--- src/inc/move_unit_pkg.sv ---
// Constants and types for the short absolute move datapath
package move_unit_pkg;
  // Widths
  localparam int WORD_W = 16;
  localparam int ACC_W = 36;
  localparam int SHORT_W = 6;
  localparam int STATUS_W = 16;
  localparam int CNT_W = 3;

  // Accumulator field layout
  localparam int ACC_EXT_MSB = 35;
  localparam int ACC_EXT_LSB = 32;
  localparam int ACC_UPPER_MSB = 31;
  localparam int ACC_UPPER_LSB = 16;
  localparam int ACC_LOWER_MSB = 15;
  localparam int ACC_EXT_W = 4;
  localparam int WORD_MSB = 15;

  // Saturation constants and zero low-word fill
  localparam logic [15:0] POS_SAT = 16'h7fff;
  localparam logic [15:0] NEG_SAT = 16'h8000;
  localparam logic [15:0] LOW_ZERO = 16'h0000;

  // Status register layout: mode byte above, condition codes below
  localparam int LIMIT_BIT = 6;
  localparam int GROWTH_BIT = 7;
  localparam int GROWTH_HI = 14;
  localparam int GROWTH_LO = 13;
  localparam logic [15:0] STATUS_RESET = 16'h0000;
  localparam logic [35:0] ACC_RESET = 36'h0_0000_0000;

  // Cycle counts of each form
  localparam logic [2:0] CYC_SHORT = 3'h2;
  localparam logic [2:0] CYC_IMM = 3'h4;
  localparam logic [2:0] CYC_FIRST = 3'h1;
  localparam logic [2:0] IMM_WORD_CYC = 3'h2;

  typedef enum logic [1:0] {
    OP_MEM_TO_REG,
    OP_REG_TO_MEM,
    OP_IMM_TO_MEM
  } move_op_type;

  typedef enum logic [2:0] {
    SEL_ACC_FIRST,
    SEL_ACC_SECOND,
    SEL_ACCUMULATOR_UPPER_WORD_FIRST,
    SEL_ACCUMULATOR_UPPER_WORD_SECOND,
    SEL_LOWER_FIRST,
    SEL_LOWER_SECOND,
    SEL_OTHER
  } operand_type;
endpackage

--- src/core/short_absolute_move_unit.sv ---
// Execution datapath for the short absolute move instruction
`timescale 1ns/1ps

// Function
// [RQ1] Six-bit short address zero-extends to sixteen bits, lowest 64 words only.
// [RQ2] Whole accumulator source with extension in use saturates into 16-bit destination.
// [RQ3] Single 16-bit accumulator portion as source passes through unsaturated.
// [RQ4] Saturation sets limit flag; flag stays until explicitly cleared.
// [RQ5] Whole accumulator destination: sign-extend bit 15, middle word, zero low word.
// [RQ6] Upper-portion destination writes only that portion, no extension, no clearing.
// [RQ7] Register/memory short move is one word, two cycles.
// [RQ8] Immediate form writes second-word constant to low memory in four cycles.
// [RQ9] Block-growth flag, status bit 7, updates from data moved.
// [RQ10] All other condition code and mode bits stay unchanged.
module short_absolute_move_unit (
  // Clock and reset
  input wire logic clock_in,
  input wire logic rst_n_in,
  // Instruction request
  input wire logic start_in,
  input wire logic [1:0] op_in,
  input wire logic [2:0] src_in,
  input wire logic [2:0] dst_in,
  input wire logic [5:0] short_addr_in,
  input wire logic [15:0] imm_word_in,
  input wire logic [15:0] other_data_in,
  // Data memory
  input wire logic [15:0] mem_rdata_in,
  output logic [15:0] mem_addr_out,
  output logic [15:0] mem_wdata_out,
  output logic mem_re_out,
  output logic mem_we_out,
  output logic imm_fetch_out,
  // Register file side
  output logic reg_we_out,
  output logic [15:0] reg_wdata_out,
  input wire logic acc_load_in,
  input wire logic acc_load_second_in,
  input wire logic [35:0] acc_load_data_in,
  output logic [35:0] acc_first_out,
  output logic [35:0] acc_second_out,
  // Status register
  input wire logic status_load_in,
  input wire logic [15:0] status_data_in,
  output logic [15:0] status_out,
  // Sequencing
  output logic busy_out,
  output logic done_out
);
  typedef enum logic {ST_IDLE, ST_RUN} seq_state_type;

  typedef struct packed {
    seq_state_type state;
    logic [2:0] cnt;
    move_unit_pkg::move_op_type op;
    move_unit_pkg::operand_type dst;
    logic [15:0] addr;
    logic [15:0] data;
    logic limited;
    logic [35:0] acc_first;
    logic [35:0] acc_second;
    logic [15:0] status;
    logic mem_re;
    logic mem_we;
    logic fetch;
    logic reg_we;
    logic busy;
    logic done;
  } unit_state_type;

  unit_state_type q;
  unit_state_type d;

  // Extension in use when bits 35..31 are not all equal
  function automatic logic ext_in_use(input logic [35:0] acc);
    ext_in_use = (acc[move_unit_pkg::ACC_EXT_MSB:move_unit_pkg::ACC_UPPER_MSB] != '0)
      && (acc[move_unit_pkg::ACC_EXT_MSB:move_unit_pkg::ACC_UPPER_MSB] != '1);
  endfunction

  // Returns {limited, word} for a whole accumulator source
  function automatic logic [16:0] limit_acc(input logic [35:0] acc);
    if (ext_in_use(acc)) begin
      limit_acc = {1'b1, acc[move_unit_pkg::ACC_EXT_MSB] ? move_unit_pkg::NEG_SAT
                                                         : move_unit_pkg::POS_SAT}; // [RQ2]
    end else begin
      limit_acc = {1'b0, acc[move_unit_pkg::ACC_UPPER_MSB:move_unit_pkg::ACC_UPPER_LSB]};
    end
  endfunction

  function automatic logic [16:0] read_source(input logic [2:0] sel, input logic [35:0] a,
                                              input logic [35:0] b, input logic [15:0] other);
    unique case (move_unit_pkg::operand_type'(sel))
      move_unit_pkg::SEL_ACC_FIRST: read_source = limit_acc(a);
      move_unit_pkg::SEL_ACC_SECOND: read_source = limit_acc(b);
      // Portions bypass the limiter
      move_unit_pkg::SEL_ACCUMULATOR_UPPER_WORD_FIRST:
        read_source = {1'b0, a[move_unit_pkg::ACC_UPPER_MSB:move_unit_pkg::ACC_UPPER_LSB]}; // [RQ3]
      move_unit_pkg::SEL_ACCUMULATOR_UPPER_WORD_SECOND:
        read_source = {1'b0, b[move_unit_pkg::ACC_UPPER_MSB:move_unit_pkg::ACC_UPPER_LSB]}; // [RQ3]
      move_unit_pkg::SEL_LOWER_FIRST:
        read_source = {1'b0, a[move_unit_pkg::ACC_LOWER_MSB:0]}; // [RQ3]
      move_unit_pkg::SEL_LOWER_SECOND:
        read_source = {1'b0, b[move_unit_pkg::ACC_LOWER_MSB:0]}; // [RQ3]
      default: read_source = {1'b0, other};
    endcase
  endfunction

  function automatic logic growth(input logic [15:0] w);
    growth = w[move_unit_pkg::GROWTH_HI] ^ w[move_unit_pkg::GROWTH_LO];
  endfunction

  function automatic logic [35:0] full_acc_word(input logic [15:0] w);
    full_acc_word = {{move_unit_pkg::ACC_EXT_W{w[move_unit_pkg::WORD_MSB]}}, w,
                     move_unit_pkg::LOW_ZERO}; // [RQ5]
  endfunction

  always_comb begin
    logic [2:0] last;
    logic [16:0] src_val;
    logic [15:0] word;
    last = 3'h0;
    src_val = 17'h0_0000;
    word = 16'h0000;
    d = q;
    d.done = 1'b0;
    d.reg_we = 1'b0;
    d.mem_re = 1'b0;
    d.fetch = 1'b0;
    // Explicit status load or reset are the only ways to clear the sticky flags
    if (status_load_in) begin
      d.status = status_data_in;
    end
    if (acc_load_in) begin
      if (acc_load_second_in) begin
        d.acc_second = acc_load_data_in;
      end else begin
        d.acc_first = acc_load_data_in;
      end
    end
    unique case (q.state)
      ST_IDLE: begin
        if (start_in) begin
          d.op = move_unit_pkg::move_op_type'(op_in);
          d.dst = move_unit_pkg::operand_type'(dst_in);
          d.addr = {{(move_unit_pkg::WORD_W - move_unit_pkg::SHORT_W){1'b0}},
                    short_addr_in}; // [RQ1]
          d.cnt = move_unit_pkg::CYC_FIRST;
          d.busy = 1'b1;
          d.state = ST_RUN;
          d.limited = 1'b0;
          d.mem_re = (op_in == move_unit_pkg::OP_MEM_TO_REG);
          d.fetch = (op_in == move_unit_pkg::OP_IMM_TO_MEM); // [RQ8]
          if (op_in == move_unit_pkg::OP_REG_TO_MEM) begin
            // Operands sampled at issue, so a same-cycle load does not race
            src_val = read_source(src_in, q.acc_first, q.acc_second, other_data_in);
            d.limited = src_val[move_unit_pkg::WORD_W];
            d.data = src_val[move_unit_pkg::WORD_MSB:0];
          end
        end
      end
      ST_RUN: begin
        last = (q.op == move_unit_pkg::OP_IMM_TO_MEM) ? move_unit_pkg::CYC_IMM
                                                       : move_unit_pkg::CYC_SHORT; // [RQ7] [RQ8]
        d.cnt = q.cnt + 3'h1;
        if (q.op == move_unit_pkg::OP_IMM_TO_MEM && q.cnt == move_unit_pkg::IMM_WORD_CYC) begin
          d.data = imm_word_in; // [RQ8]
        end
        if (q.op != move_unit_pkg::OP_MEM_TO_REG && q.cnt == last - 3'h1) begin
          d.mem_we = 1'b1;
        end
        if (q.cnt == last) begin
          d.mem_we = 1'b0;
          d.busy = 1'b0;
          d.done = 1'b1;
          d.state = ST_IDLE;
          d.cnt = 3'h0;
          word = q.data;
          if (q.op == move_unit_pkg::OP_MEM_TO_REG) begin
            word = mem_rdata_in;
            d.data = mem_rdata_in;
            unique case (q.dst)
              move_unit_pkg::SEL_ACC_FIRST: d.acc_first = full_acc_word(word); // [RQ5]
              move_unit_pkg::SEL_ACC_SECOND: d.acc_second = full_acc_word(word); // [RQ5]
              move_unit_pkg::SEL_ACCUMULATOR_UPPER_WORD_FIRST:
                d.acc_first[move_unit_pkg::ACC_UPPER_MSB:move_unit_pkg::ACC_UPPER_LSB] = word; // [RQ6]
              move_unit_pkg::SEL_ACCUMULATOR_UPPER_WORD_SECOND:
                d.acc_second[move_unit_pkg::ACC_UPPER_MSB:move_unit_pkg::ACC_UPPER_LSB] = word; // [RQ6]
              move_unit_pkg::SEL_OTHER: d.reg_we = 1'b1;
              // Lower portions are no legal destination; dropped
              default: d.reg_we = 1'b0;
            endcase
          end
          // Sets win over a same-cycle status load; other bits untouched
          if (q.limited) begin
            d.status[move_unit_pkg::LIMIT_BIT] = 1'b1; // [RQ4] [RQ10]
          end
          if (growth(word)) begin
            d.status[move_unit_pkg::GROWTH_BIT] = 1'b1; // [RQ9]
          end
        end
      end
    endcase
  end

  always_ff @(posedge clock_in) begin
    if (!rst_n_in) begin
      q <= '{state: ST_IDLE, cnt: 3'h0, op: move_unit_pkg::OP_MEM_TO_REG,
             dst: move_unit_pkg::SEL_OTHER, addr: 16'h0000, data: 16'h0000,
             limited: 1'b0, acc_first: move_unit_pkg::ACC_RESET,
             acc_second: move_unit_pkg::ACC_RESET, status: move_unit_pkg::STATUS_RESET,
             mem_re: 1'b0, mem_we: 1'b0, fetch: 1'b0, reg_we: 1'b0, busy: 1'b0, done: 1'b0};
    end else begin
      q <= d;
    end
  end

  assign mem_addr_out = q.addr;
  assign mem_wdata_out = q.data;
  assign mem_re_out = q.mem_re;
  assign mem_we_out = q.mem_we;
  assign imm_fetch_out = q.fetch;
  assign reg_we_out = q.reg_we;
  assign reg_wdata_out = q.data;
  assign acc_first_out = q.acc_first;
  assign acc_second_out = q.acc_second;
  assign status_out = q.status;
  assign busy_out = q.busy;
  assign done_out = q.done;
endmodule

--- config.mk ---
export PLATFORM = sky130hd
export DESIGN_NAME = short_absolute_move_unit
export DESIGN_NICKNAME = d
export VERILOG_FILES = /design/src/inc/move_unit_pkg.sv /design/src/core/short_absolute_move_unit.sv
export SDC_FILE = /design/constraint.sdc
export NUM_CORES = 1
export LEC_CHECK = 0
export ABC_AREA = 1
export BUFFER_PORTS_ARGS = -buffer_cell sky130_fd_sc_hd__clkbuf_2
export CAP_MARGIN = 20
export CORE_ASPECT_RATIO = 0.8
export CORE_MARGIN = 3
export CORE_UTILIZATION = 56
export DETAILED_ROUTE_END_ITERATION = 8
export GPL_ROUTABILITY_DRIVEN = 0
export PLACE_DENSITY = 0.86
export SYNTH_ARGS = -nofsm -noshare
export SYNTH_HDL_FRONTEND = slang
export SYNTH_SLANG_ARGS = --single-unit
--- constraint.sdc ---
create_clock -name clock_in -period 2.85 [get_ports clock_in]
set_input_delay 0.57 -clock clock_in [delete_from_list [all_inputs] [get_ports clock_in]]
set_output_delay 0.57 -clock clock_in [all_outputs]
set_load 0.05 [all_outputs]
==> results.tsv <==
stage	metric	value	unit
finish	synth-to-layout area growth	11.8	%
logic_synthesis	Synth cell types	36	
clock_tree	post-CTS setup buffers	0	
timing	final worst-path cycle share	0.830	
grt	largest net degree at the start of global routing	52	
timing	Max Slew Vio Count	0	
floorplanning	initial core utilization	0.586	
clock_tree	clock latency on the worst-skew pair	0.42	ns
detailed_routing	Post-DRT Antenna Nets	0	
logic_synthesis	cell count after synthesis	1269	
timing	Worst Clk Skew	0.0111	ns
place	number of port buffers	251	
clock_tree	# H-tree levels	4	
logic_synthesis	netlist area before placement	0.00813	mm^2
timing	Worst Tran Pin Value	0.918	ns
floorplanning	Cell Rows	38	
setup_path	flop2flop setup slack	0.48	ns
grt	Total GRT Usage	0.295	
clock_tree	Hold Buf Count CTS	0	
hold_path	Hold Crit Start	dst_in[1]	
detailed_routing	DR WL/cell	15.6	um
detailed_routing	drt total wl	24300	um
detailed_routing	drt pass-1 iters	6	
setup_path	R2R cell count	10	
setup_path	CP max FO	32	
timing	setup_tns	0	ns
floorplanning	Die Ht	114	um
clock_tree	Clock Root Buffer	clkbuf_16	
timing	post-layout min period	2.37	ns
hold_path	HP Class	input pin to flop	
timing	RSZ-0062 raised after global routing	no	
timing	final hold vios	0	
grt	total grt overflow	0	
setup_path	Critical Path RT	3.20	ns
place	pre-CTS setup slack	0.558	ns
floorplanning	IO Pins	262	
logic_synthesis	Post-synth EDFFs	0	
logic_synthesis	Mapped Avg Cell Area	6.41	um^2
logic_synthesis	#FFs+latches synth	126	
finish	commonest non-fill, non-tap cell in the layout	nand2_1	
setup_path	R2R Path Start	q[131]$_SDFFE_PN0P_	
run_status	status	finished, final reports clean	
clock_tree	Worst-path clk slew	0.06	ns
power_and_ir_drop	Power Dens Cells	612	mW/mm^2
grt	number of global-route vias before repair	7668	
setup_path	critical path class	flop to flop	
setup_path	RR Endpoint	acc_first_out[25]$_SDFF_PN0_	
setup_path	Worst setup SP type	flop	
logic_synthesis	sequential share of the synthesized area	0.310	
clock_tree	number of buffers on the longest clock path	2	
power_and_ir_drop	Pleak	5.21	nW
finish	Nets	1483	
finish	fin util	0.655	
timing	Slew HR	0.386	
detailed_routing	# DRC	0	
finish	fillers	1234	
grt	first-pass GRT wire length	38200	um
job	max-cap check violation count	0	
clock_tree	post-CTS resize count	0	
place	dpl hpwl	17800	um
floorplanning	core footprint	0.0139	mm^2
logic_synthesis	Ys Warns	0	
clock_tree	CTS tree	done	
detailed_routing	Initial DRC Count	736	
finish	fraction of layout cells with a size suffix above 1	0.240	
detailed_routing	routed via count	8381	
floorplanning	die area	0.0160	mm^2
timing	setup ws final	0.484	ns
timing	hold slack	0.368	ns
setup_path	worst endpoint data arrival time	2.71	ns
power_and_ir_drop	worst vdd ir	0.000449	V
finish	# diodes	0	
clock_tree	clock sink count	126	
setup_path	Worst Setup End Kind	flop	
floorplanning	width of the die	141	um
hold_path	Hold EP	q[128]$_SDFFE_PN1P_	
timing	fmax	423	MHz
logic_synthesis	ys async rst share	0	
grt	initial antenna violation count	0	
detailed_routing	vias per cell	5.39	
logic_synthesis	Top FF cell, synth	dfxtp_1	
finish	most frequent cells in the layout	337 x nand2_1, 250 x clkbuf_2, 154 x nor2_1, 126 x dfxtp_1, 116 x nand3_1	
clock_tree	CTS Buf Count	17	
hold_path	Hold Path Cell Cnt	3	
timing	Final setup violation count	0	
-- how the worst max path moves through the flow --
| stage | from | endpoint | slack (ns) | cells past startpoint |
|---|---|---|---|---|
| finish | q[131]$_SDFFE_PN0P_ | acc_first_out[25]$_SDFF_PN0_ | 0.48 | 10 |
| CTS | q[131]$_SDFFE_PN0P_ | acc_first_out[19]$_SDFF_PN0_ | 0.52 | 9 |
| global route | q[131]$_SDFFE_PN0P_ | acc_first_out[23]$_SDFF_PN0_ | 0.25 | 10 |
| global placement | acc_load_in | acc_first_out[1]$_SDFF_PN0_ | 0.58 | 5 |
| floorplan | q[132]$_SDFFE_PN0P_ | mem_wdata_out[6]$_SDFFE_PN0P_ | 0.89 | 14 |
| detailed placement | acc_load_in | acc_first_out[4]$_SDFF_PN0_ | 0.56 | 5 |
-- critical path: stages, from the launching register on --
cell,delay (ns)
dfxtp_1,0.38
inv_2,0.06
nor2_2,0.14
nand3_1,0.10
nand2_2,0.27
nand3_4,0.29
inv_4,0.14
nand3_2,0.48
nand3_1,0.25
nand2_1,0.07
nor2_1,0.10
-- where the power goes --
| part | switching, mW | internal [mW] | total (mW) |
|---|---|---|---|
| Sequential | 0.101 | 1.87 | 1.97 |
| Combinational | 0.958 | 0.342 | 1.30 |
| Clock | 0.873 | 1.42 | 2.29 |
-- stage by stage --
step	instance area (um^2)	total power, mW	std cells
2_1_floorplan	8160	3.08	1278
3_3_place_gp	8470	3.27	1522
3_5_place_dp	8470	3.29	1522
4_1_cts	9090	5.57	1554
5_1_grt	9090	5.77	1554
6_report	9090	5.57	1554
-- registers in the layout (all words and copies together) (netlist names) --
name            count
acc_first_out      36
acc_second_out     36
busy_out            1
done_out            1
imm_fetch_out       1
mem_addr_out        6
mem_re_out          1
mem_wdata_out      16
mem_we_out          1
q                  10
reg_we_out          1
status_out         16
-- synth_stat cells (3+ instances only) --
| master | number | area [um^2] |
|---|---|---|
| buf_1 | 3 | 11.3 |
| mux2i_1 | 16 | 160 |
| nand3_1 | 116 | 581 |
| o21ai_0 | 61 | 305 |
| or2_2 | 20 | 125 |
| nand2_1 | 337 | 1260 |
| nor2_1 | 154 | 578 |
| dfxtp_1 | 126 | 2520 |
| nor3_1 | 5 | 25.0 |
| o21ai_1 | 3 | 15.0 |
| or2_1 | 12 | 75.1 |
| clkbuf_1 | 42 | 158 |
| o2111ai_1 | 17 | 149 |
| inv_1 | 115 | 432 |
| nand2_2 | 4 | 25.0 |
| a21oi_1 | 31 | 155 |
| o211a_1 | 15 | 150 |
| nand4_1 | 14 | 87.6 |
| buf_2 | 18 | 90.1 |
| buf_4 | 139 | 1040 |
-- layout make-up --
type                            count  area [um^2]  share of cell area
Clock buffer                       19          443              0.0487
Clock inverter                     13          176              0.0194
Sequential cell                   126         2520               0.278
Tap cell                          180          225              0.0248
Timing Repair Buffer              266         1380               0.152
Inverter                          119          449              0.0494
Multi-Input combinational cell    831         3890               0.428
-- per-layer routing --
layer / global-route usage / vias up / wire, um / share of wire
li1: - / 4061 / - / -
met1: 0.370 / 3791 / 9420 / 0.39
met2: 0.475 / 467 / 11000 / 0.45
met3: 0.0838 / 62 / 3000 / 0.12
met4: 0.132 / 0 / 839 / 0.035
met5: 0 / - / 0 / 0
-- cells by family (layout without fill, tap and decap cells) --
| kind of cell | Yosys count | in the layout | synth area share |
|---|---|---|---|
| xor gates and xnor gates | 1 | 1 | 0.00108 |
| AOI/OAI and AO/OA | 131 | 131 | 0.0986 |
| muxes | 16 | 16 | 0.0197 |
| other | 1 | 10 | 0.000461 |
| buffers and inverters | 321 | 417 | 0.215 |
| adders and majority gates | 2 | 2 | 0.00308 |
| DFF | 126 | 126 | 0.310 |
| and+or+nand+nor | 671 | 671 | 0.351 |
No activity file was read; power rests on OpenSTA's default activity.
